## config.mk

```make
export PLATFORM = sky130hd
export DESIGN_NAME = cpu_bus_control_unit
export DESIGN_NICKNAME = d
export VERILOG_FILES = /design/src/verilog/cpu_bus_control_unit.v /design/src/verilog/status_word_gen.v
export VERILOG_INCLUDE_DIRS = /design/src /design/src/verilog
export SDC_FILE = /design/constraint.sdc
export NUM_CORES = 1
export LEC_CHECK = 0
export ABC_AREA = 0
export BUFFER_PORTS_ARGS = -buffer_cell sky130_fd_sc_hd__buf_2
export CAP_MARGIN = 10
export CORE_MARGIN = 5
export CORE_UTILIZATION = 40
export CTS_CLUSTER_SIZE = 28
export DETAILED_ROUTE_END_ITERATION = 10
export PLACE_DENSITY = 0.58
export SETUP_SLACK_MARGIN = 0.2
export SLEW_MARGIN = 20
export SYNTH_ARGS = -nofsm -noshare
export SYNTH_HDL_FRONTEND = slang
export SYNTH_SLANG_ARGS = --single-unit
```

## constraint.sdc

```tcl
create_clock -name core_clk -period 3.1 [get_ports core_clk]
set_input_delay 0.31 -clock core_clk [delete_from_list [all_inputs] [get_ports core_clk]]
set_output_delay 0.31 -clock core_clk [all_outputs]
set_load 0.005 [all_outputs]
```

## src/verilog/bus_ctrl_defines.vh

```
`ifndef BUS_CTRL_DEFINES_VH
`define BUS_CTRL_DEFINES_VH
// Machine cycle state codes
`define ST_FIRST 3'h0
`define ST_SECOND 3'h1
`define ST_STRETCH 3'h2
`define ST_THIRD 3'h3
`define ST_FOURTH 3'h4
`define ST_HALT 3'h5
`define ST_HOLD 3'h6
// Cycle kind codes
`define CYC_FETCH 3'h0
`define CYC_MEM_RD 3'h1
`define CYC_MEM_WR 3'h2
`define CYC_IN 3'h3
`define CYC_OUT 3'h4
`define CYC_IRQ_ACK 3'h5
`define CYC_HALT 3'h6
// Status word bit positions
`define STAT_INTA 0
`define STAT_WO_B 1
`define STAT_STACK 2
`define STAT_HLTA 3
`define STAT_OUT 4
`define STAT_M1 5
`define STAT_INP 6
`define STAT_MEMR 7
// Reset values
`define PC_RESET 16'h0000
// Phase divider: core clocks per two-phase clock period
`define PHASE_CLKS 2'h2
`endif

```

## src/verilog/cpu_bus_control_unit.v

```verilog
`timescale 1ns/1ps
`default_nettype none
`include "bus_ctrl_defines.vh"
// Summary of operation
// RULE1: Drive 16-bit memory or port address
// RULE2: Status word on data bus at cycle start
// RULE3: Reset clears program counter to zero
// RULE4: Reset clears irq enable and release ack
// RULE5: Reset held at least three clock periods
// RULE6: Takeover seen when halted or second/stretch ready
// RULE7: Release buses only after cycle's use
// RULE8: Float buses and assert release ack
// RULE9: Ack in third state reads, after writes
// RULE10: Ack on phase one, float on phase two
// RULE11: Sample interrupt at instruction end or halted
// RULE12: Ignore interrupt in takeover or disabled
// RULE13: Enable flag set/cleared by instructions, output
// RULE14: Accepted interrupt clears flag in first state
// RULE15: Accept multi-byte instruction from data bus
// RULE16: Input strobe marks input mode
// RULE17: Low write strobe with data held valid
// RULE18: Pulse cycle-start marker each machine cycle
// RULE19: Stretch while ready is low
// RULE20: Wait indicator throughout each stretch state
// RULE21: Interrupt accepted two instructions after enable
// RULE22: First, second, stretch, third, further states
module cpu_bus_control_unit #(
  parameter ADDR_W = 16,
  parameter DATA_W = 8
) (
  // Clock, enable, reset
  input wire core_clk,
  input wire clk_en,
  input wire rst_b,
  // Sequencer requests from the datapath
  input wire cycle_req,
  input wire [2:0] cycle_kind,
  input wire [ADDR_W-1:0] cycle_addr,
  input wire [DATA_W-1:0] cycle_wdata,
  input wire use_pc,
  input wire instr_end,
  input wire halt_req,
  input wire irq_on_instr,
  input wire irq_off_instr,
  // Datapath answers
  output reg [DATA_W-1:0] rdata,
  output reg rdata_valid,
  output reg cycle_done,
  output reg irq_taken,
  output reg [ADDR_W-1:0] pc_out,
  // External pins
  input wire ready_pin,
  input wire hold_pin,
  input wire irq_pin,
  input wire [DATA_W-1:0] data_in,
  output reg [DATA_W-1:0] data_out,
  output reg data_oe,
  output reg [ADDR_W-1:0] addr_out,
  output reg addr_oe,
  output reg phase1,
  output reg phase2,
  output reg cycle_start,
  output reg bus_input_strobe,
  output reg write_strobe_b,
  output reg stretch_ind,
  output reg bus_release_ack,
  output reg irq_enable_flag
);

  ////////////////////////////////////////////////////////////////////////////
  // Pin synchronisers: three stages, change counts when stages 2 and 3 agree
  reg [2:0] ready_sync_reg;
  reg [2:0] hold_sync_reg;
  reg [2:0] irq_sync_reg;
  reg ready_f_reg;
  reg hold_f_reg;
  reg irq_f_reg;

  // Shift chains and filtered levels. They run through reset on purpose: a
  // chain cleared to low would read an idle-high ready pin as not ready and
  // force a stray stretch into the first fetch after release.
  always @(posedge core_clk) begin
    if (clk_en) begin
      ready_sync_reg <= {ready_sync_reg[1:0], ready_pin};
      hold_sync_reg <= {hold_sync_reg[1:0], hold_pin};
      irq_sync_reg <= {irq_sync_reg[1:0], irq_pin};
      // Update filtered level only when the two settled stages agree
      if (ready_sync_reg[1] == ready_sync_reg[2]) begin
        ready_f_reg <= ready_sync_reg[2];
      end
      if (hold_sync_reg[1] == hold_sync_reg[2]) begin
        hold_f_reg <= hold_sync_reg[2];
      end
      if (irq_sync_reg[1] == irq_sync_reg[2]) begin
        irq_f_reg <= irq_sync_reg[2];
      end
    end
  end

  ////////////////////////////////////////////////////////////////////////////
  // Two-phase clock: each state is PHASE_CLKS core clocks, phase 1 then 2
  reg [1:0] ph_cnt_reg;
  wire ph_last = (ph_cnt_reg == `PHASE_CLKS - 2'h1);
  wire ph_first = (ph_cnt_reg == 2'h0);

  // Phase counter wraps once per state
  always @(posedge core_clk) begin
    if (!rst_b) begin
      ph_cnt_reg <= 2'h0;
      phase1 <= 1'b0;
      phase2 <= 1'b0;
    end else if (clk_en) begin
      ph_cnt_reg <= ph_last ? 2'h0 : ph_cnt_reg + 2'h1;
      phase1 <= ph_last;
      phase2 <= ph_first;
    end
  end

  ////////////////////////////////////////////////////////////////////////////
  // Machine cycle state machine
  reg [2:0] state_reg;
  reg [2:0] state_next;
  reg [2:0] kind_reg;
  reg [ADDR_W-1:0] addr_reg;
  reg [DATA_W-1:0] wdata_reg;
  reg [ADDR_W-1:0] pc_reg;
  reg hold_pend_reg;
  reg [1:0] ei_delay_reg;
  reg irq_ack_pend_reg;
  // Status word for the current cycle kind
  wire [7:0] status_word;
  status_word_gen u_status (
    .cyc_kind(kind_reg),
    .status(status_word)
  );

  // Decode used several times: does this cycle kind write the bus
  function is_write;
    input [2:0] k;
    begin
      is_write = (k == `CYC_MEM_WR) || (k == `CYC_OUT);
    end
  endfunction

  // Decode: does this cycle kind read the bus
  function is_read;
    input [2:0] k;
    begin
      is_read = (k == `CYC_FETCH) || (k == `CYC_MEM_RD) || (k == `CYC_IN) ||
                (k == `CYC_IRQ_ACK);
    end
  endfunction

  // Takeover recognised only when halted or in second/stretch with ready
  wire hold_seen = hold_f_reg &&
                   ((state_reg == `ST_HALT) ||
                    (((state_reg == `ST_SECOND) || (state_reg == `ST_STRETCH)) &&
                     ready_f_reg)); // RULE6
  // Interrupt can be taken at instruction end or while halted
  wire irq_ok = irq_f_reg && irq_enable_flag && (ei_delay_reg == 2'h0) &&
                (state_reg != `ST_HOLD); // RULE12 RULE21

  // Next state, one step per state period
  always @* begin
    state_next = state_reg;
    case (state_reg)
      `ST_FIRST: state_next = `ST_SECOND; // RULE22
      `ST_SECOND, `ST_STRETCH: begin
        // Stretch while ready is low
        if (!ready_f_reg) begin
          state_next = `ST_STRETCH; // RULE19
        end else if (kind_reg == `CYC_HALT) begin
          state_next = `ST_HALT;
        end else begin
          state_next = `ST_THIRD;
        end
      end
      `ST_THIRD: begin
        // Writes finish their strobe first; a takeover then waits a period
        if (hold_pend_reg && is_write(kind_reg)) begin
          state_next = `ST_FOURTH; // RULE9
        end else if (hold_pend_reg) begin
          state_next = `ST_HOLD; // RULE7
        end else begin
          state_next = `ST_FIRST;
        end
      end
      `ST_FOURTH: state_next = hold_f_reg ? `ST_HOLD : `ST_FIRST;
      `ST_HALT: begin
        if (hold_seen) begin
          state_next = `ST_HOLD;
        end else if (irq_ok) begin
          state_next = `ST_FIRST; // RULE11
        end
      end
      `ST_HOLD: state_next = hold_f_reg ? `ST_HOLD : `ST_FIRST;
      default: state_next = `ST_FIRST;
    endcase
  end

  // State and cycle bookkeeping, advanced at the end of each state period
  always @(posedge core_clk) begin
    if (!rst_b) begin
      state_reg <= `ST_FIRST;
      kind_reg <= `CYC_FETCH;
      addr_reg <= `PC_RESET;
      wdata_reg <= 8'h00;
      pc_reg <= `PC_RESET; // RULE3
      hold_pend_reg <= 1'b0; // RULE4
      irq_enable_flag <= 1'b0; // RULE4
      ei_delay_reg <= 2'h0;
      irq_ack_pend_reg <= 1'b0;
      irq_taken <= 1'b0;
      cycle_done <= 1'b0;
      pc_out <= `PC_RESET;
    end else if (clk_en) begin
      irq_taken <= 1'b0;
      cycle_done <= 1'b0;
      // Instruction enable/disable of interrupts. The end of the enabling
      // instruction itself is skipped, so the one after it still completes
      if (irq_on_instr) begin
        irq_enable_flag <= 1'b1; // RULE13
        ei_delay_reg <= 2'h1; // RULE21
      end else if (irq_off_instr) begin
        irq_enable_flag <= 1'b0; // RULE13
      end else if (instr_end && ei_delay_reg != 2'h0) begin
        ei_delay_reg <= ei_delay_reg - 2'h1;
      end
      // Interrupt sampled only at instruction end or when halted
      if (instr_end && irq_ok && !irq_ack_pend_reg) begin
        irq_ack_pend_reg <= 1'b1; // RULE11
      end
      if (ph_last) begin
        if (hold_seen) begin
          hold_pend_reg <= 1'b1;
        end else if (!hold_f_reg) begin
          hold_pend_reg <= 1'b0;
        end
        state_reg <= state_next;
        if (state_reg == `ST_HALT && irq_ok && !hold_seen) begin
          irq_ack_pend_reg <= 1'b1;
        end
        // Start a new cycle on entering the first state
        if (state_next == `ST_FIRST && state_reg != `ST_FIRST) begin
          if (irq_ack_pend_reg || (state_reg == `ST_HALT)) begin
            // Vector instruction bytes come from the interrupting logic
            kind_reg <= `CYC_IRQ_ACK; // RULE15
            addr_reg <= pc_reg;
            irq_enable_flag <= 1'b0; // RULE14
            irq_ack_pend_reg <= 1'b0;
            irq_taken <= 1'b1;
          end else if (cycle_req) begin
            kind_reg <= halt_req ? `CYC_HALT : cycle_kind;
            addr_reg <= use_pc ? pc_reg : cycle_addr; // RULE1
            wdata_reg <= cycle_wdata;
            if (use_pc && !halt_req) begin
              pc_reg <= pc_reg + 16'h0001;
            end
          end else begin
            kind_reg <= `CYC_FETCH;
            addr_reg <= pc_reg;
            pc_reg <= pc_reg + 16'h0001;
          end
        end
        if (state_reg == `ST_THIRD) begin
          cycle_done <= 1'b1;
        end
      end
      pc_out <= pc_reg;
    end
  end

  ////////////////////////////////////////////////////////////////////////////
  // Pin drive, registered
  wire in_grant = (state_reg == `ST_HOLD);
  wire rd_kind = is_read(kind_reg);
  wire wr_kind = is_write(kind_reg);
  wire data_phase = (state_reg == `ST_SECOND) || (state_reg == `ST_STRETCH) ||
                    (state_reg == `ST_THIRD);
  // Ack rises with phase 1 of the state; float follows on phase 2
  wire ack_now = (hold_pend_reg && rd_kind && state_reg == `ST_THIRD) ||
                 (hold_pend_reg && state_reg == `ST_FOURTH) || in_grant; // RULE9

  // Outputs update every core clock from current state; ack and write strobe only at state end, from next state
  always @(posedge core_clk) begin
    if (!rst_b) begin
      addr_out <= `PC_RESET;
      addr_oe <= 1'b0;
      data_out <= 8'h00;
      data_oe <= 1'b0;
      cycle_start <= 1'b0;
      bus_input_strobe <= 1'b0;
      write_strobe_b <= 1'b1;
      stretch_ind <= 1'b0;
      bus_release_ack <= 1'b0; // RULE4
      rdata <= 8'h00;
      rdata_valid <= 1'b0;
    end else if (clk_en) begin
      rdata_valid <= 1'b0;
      // Ack set at phase 1 of its state, held through the grant
      if (ph_last) begin
        // A read takeover is seen on this very edge, so the live request is
        // used: the pending flag would only land with the third state
        bus_release_ack <= (state_next == `ST_HOLD) ||
                           (hold_seen && rd_kind && state_next == `ST_THIRD) ||
                           (state_next == `ST_FOURTH); // RULE9 RULE10
        // Write strobe spans exactly the third state, in step with the ack,
        // so the strobe is already high when a write's takeover ack rises
        write_strobe_b <= !(wr_kind && state_next == `ST_THIRD); // RULE17
      end
      // Buses float once ack stands and phase 2 arrives, and stay floated
      // for the rest of the grant instead of being picked up again
      if (bus_release_ack && ack_now && (ph_first || !addr_oe)) begin
        addr_oe <= 1'b0; // RULE8 RULE10
        data_oe <= 1'b0; // RULE8
      end else if (!in_grant && state_reg != `ST_HALT) begin
        addr_oe <= 1'b1;
        addr_out <= addr_reg; // RULE1
        // Status in first state, write data during write, else released
        if (state_reg == `ST_FIRST) begin
          data_oe <= 1'b1;
          data_out <= status_word; // RULE2
        end else if (wr_kind && (data_phase || state_reg == `ST_FOURTH)) begin
          data_oe <= 1'b1;
          data_out <= wdata_reg; // RULE17
        end else begin
          data_oe <= 1'b0;
        end
      end else if (!in_grant) begin
        data_oe <= 1'b0;
      end
      // Marker pulse in the second phase of every first state
      cycle_start <= (state_reg == `ST_FIRST) && ph_first; // RULE18
      // Input strobe across the read data states; partner drives only then
      bus_input_strobe <= rd_kind && data_phase && !in_grant; // RULE16
      stretch_ind <= (state_reg == `ST_STRETCH); // RULE20
      // Capture input data at the end of the third state
      if (rd_kind && state_reg == `ST_THIRD && ph_last) begin
        rdata <= data_in; // RULE15
        rdata_valid <= 1'b1;
      end
    end
  end

endmodule
`default_nettype wire

```

## src/verilog/status_word_gen.v

```verilog
`timescale 1ns/1ps
`default_nettype none
`include "bus_ctrl_defines.vh"
module status_word_gen (
  // Cycle kind in
  input wire [2:0] cyc_kind,
  // Status word out
  output reg [7:0] status
);
  // Decode the cycle kind into the status bits placed on the data bus
  always @* begin
    status = 8'h00;
    status[`STAT_WO_B] = 1'b1;
    case (cyc_kind)
      `CYC_FETCH: begin
        status[`STAT_M1] = 1'b1;
        status[`STAT_MEMR] = 1'b1;
      end
      `CYC_MEM_RD: status[`STAT_MEMR] = 1'b1;
      `CYC_MEM_WR: status[`STAT_WO_B] = 1'b0;
      `CYC_IN: status[`STAT_INP] = 1'b1;
      `CYC_OUT: begin
        status[`STAT_OUT] = 1'b1;
        status[`STAT_WO_B] = 1'b0;
      end
      `CYC_IRQ_ACK: begin
        status[`STAT_INTA] = 1'b1;
        status[`STAT_M1] = 1'b1;
      end
      `CYC_HALT: begin
        status[`STAT_HLTA] = 1'b1;
        status[`STAT_MEMR] = 1'b1;
      end
      default: status = 8'h02;
    endcase
  end
endmodule
`default_nettype wire
```

==> reports/qor.txt <==
Placed cells -> 847
DIE WIDTH -> 127.1 microns
Setup crit end kind -> flop
Final setup fails -> 0
Chip Height -> 127.1 microns
Worst-path clk slew -> 0.05 ns
RSZ-0062 raised after global routing -> no
# IOs -> 108
Yosys cell types -> 57
Syn. warnings -> 0
Hold Worst Slack -> 0.07530 ns
Number of I/O port buffers -> 107
Most used DFF post-synth -> dfxtp_1
First-pass GRT wire length -> 22.49 mm
Period minus WS final -> 2.656 ns
Hold Path End -> hold_sync_reg[0]
Static Leak -> 2.850 nW
Max-slew headroom -> 53.71%
Clock Latency Late Sink -> 0.41 ns
Clock power frac -> 49.5%
CTS Buffer Depth -> 2
Net Count, Synth -> 642
R2R cell count -> 5
DP Area -> 0.006181 sq mm
Peak supply drop -> 0.3883 mV
Final Hold Fails -> 0
Tot GR Track Use -> 17.44%
Fin crit share -> 85.67%
Asr flop ratio synth -> 0%
Most common cell in the synthesized netlist -> dfxtp_1
WS Path Type -> reg2reg
Met3 usage -> 5.092%
P&R area growth vs syn -> 23.52%
Antenna violations before repair -> 0
Post-synth top cells -> 113 x dfxtp_1, 90 x nand2_1, 61 x mux2i_1
Startpoint types -> flop
TNS Setup -> 0 ns
H-tree depth -> 4
Seq cells post-synth -> 125
DP HPWL -> 9.808 mm
FF-to-FF Start -> state_reg[1]
Avg Inst Size Synth -> 9.248 sq um
Most Used Layer, Global Route -> met2
Drt wl/cell -> 15.91 microns
Syn Std Cell Area -> 0.005484 sq mm
Seq/Total Area, Yosys -> 47.82%
Vias in the first global route -> 4395
First-pass DRT Iterations -> 6
R2r endpoint -> wdata_reg[3]
Status -> complete, no violations
Site row count -> 42
Initial Util -> 41.09%
Clock Skew -> 0.006630 ns
Share of the synthesized area in the top cell type -> 41.25%
CTS Buf Count -> 17
Crit path DAT -> 3.00 ns
CTS Sinks -> 125
Worst hold path stage count -> 1
WL final -> 13.98 mm
Cell taking the most area after synthesis -> dfxtp_1
Hold/Removal Path Class -> in2reg
Post-Syn Instances -> 593
Share of power burned in registers -> 42.8%
Fillers -> 1273
Fmax -> 0.3765 GHz
Met2 usage -> 25.68%
Detail Route Antenna Nets -> 0
Nets -> 739
Max Cap Viol -> 0
Post-route insts no fill -> 879
Initial DRC count -> 342
Largest net degree at the start of global routing -> 48
Die area -> 0.01615 sq mm
Fin area -> 0.006774 sq mm
Cts hold-fix bufs -> 0
NetSw -> 900.1 uW
Crit-path max FO -> 30
Number of flops mapped to enable cells by yosys -> 12
Layout cells sized above 1 -> 24.04%
Dominant cells by area after synthesis -> dfxtp_1 41%, mux2i_1 11%, edfxtp_1 6.6%, nand2_1 6.2%, mux2_2 3.3%
Post-route DRC -> 0
Worst path required time -> 3.44 ns
Total core area -> 0.01335 sq mm
Pint -> 3.082 mW
Flop-to-flop setup slack -> 0.44 ns
Combinational power share -> 7.7%
Total number of vias -> 4621
Root Driver -> clkbuf_16
Slew Viols, Final -> 0
CTS tree -> built
Min-delay src -> hold_pin
Number of diodes -> 0
Slew @ Worst Pin -> 0.6925 ns
Pwr/cell area -> 587.8 mW/mm^2
Grt total ovfl -> 0
Sw Ratio -> 22.60%
Routability cong. -> 0.8732
Met1 usage -> 23.60%
Via density -> 5.257
per-layer routing:
metal	vias up	wire [microns]
met5	-	0
met4	0	363
met3	30	964
met2	128	6187
met1	2154	6466
li1	2309	-
per-stage QoR:
step	power (mW)	setup WS, ns	utilization (%)
2_1_floorplan	1.929	0.8794	-
3_3_place_gp	2.037	0.4892	46.31
6_report	3.982	0.4441	50.75
5_1_grt	4.129	0.3139	50.75
3_5_place_dp	2.043	0.3349	46.31
4_1_cts	4.024	0.3225	50.74
power groups by stage:
| stage | registers, mW | logic (mW) | clock network (mW) |
|---|---|---|---|
| final | 1.70 | 0.307 | 1.97 |
| after detailed placement | 1.74 | 0.308 | 0 |
| after CTS | 1.70 | 0.310 | 2.01 |
| after floorplan | 1.72 | 0.206 | 0 |
| after global placement | 1.73 | 0.303 | 0 |
| after global routing | 1.71 | 0.340 | 2.08 |
placed cells by master (no fill, tap or decap), types with 2 or more instances in the layout:
master and count:
dfxtp_1 112, buf_2 107, nand2_1 90, mux2i_1 61
nor2_1 45, o21ai_0 33, a21oi_1 28, nand4_1 20
nand2b_1 17, clkbuf_16 17, mux2_2 16, edfxtp_1 12
nand3_1 11, buf_4 11, inv_1 9, or3_1 8
o31ai_1 8, nor3_1 6, xor2_1 5, and3_1 5
nor4_1 5, clkbuf_1 5, clkbuf_8 5, a211oi_1 4
or4_1 4, o211ai_1 3, and3b_1 3, nand3b_1 3
o21a_1 3, o311ai_0 3, o41ai_1 3, nor3b_1 2
nand4b_1 2, a311oi_1 2, and2_1 2, o22ai_1 2
a21boi_0 2, ha_1 2, bufinv_16 2
worst max-delay path by stage:
stage | endpoint | slack (ns) | start
final | wdata_reg[3] | 0.44 | state_reg[1]
after global placement | wdata_reg[0] | 0.49 | state_reg[2]
after global routing | wdata_reg[0] | 0.31 | state_reg[1]
after detailed placement | wdata_reg[3] | 0.33 | state_reg[2]
after floorplan | addr_reg[6] | 0.88 | state_reg[1]
after CTS | wdata_reg[3] | 0.32 | state_reg[2]
critical path, cell delays in order (launching register included):
cell and delay, ns:
dfxtp_1 0.62, nand3b_1 0.22, o21ai_0 0.19, or4b_4 0.75, nor3_4 0.53, mux2i_1 0.26
logic make-up after synthesis:
logic type / synth area share [%]
fa+ha+maj: 0.4562
compound gates: 11.50
buf+inv: 3.833
simple gates: 21.01
mux: 14.42
flops: 47.82
xor+xnor: 0.9582
final cells by class:
type                            instances  area (sq um)  area share [%]
Tap cell                              176         220.2           3.251
Multi-Input combinational cell        418          2666           39.36
Sequential cell                       125          2624           38.73
Clock buffer                           27         513.0           7.573
Clock inverter                          5         78.83           1.164
Timing Repair Buffer                  119         638.1           9.420
Inverter                                9         33.78          0.4987
repair_timing:
action | CTS | global route
gates resized for setup | 0 | 1
buffers inserted | 0 | 0
setup endpoints to repair | 0 | 3
Note: power is estimated with default switching activity, not from simulation.
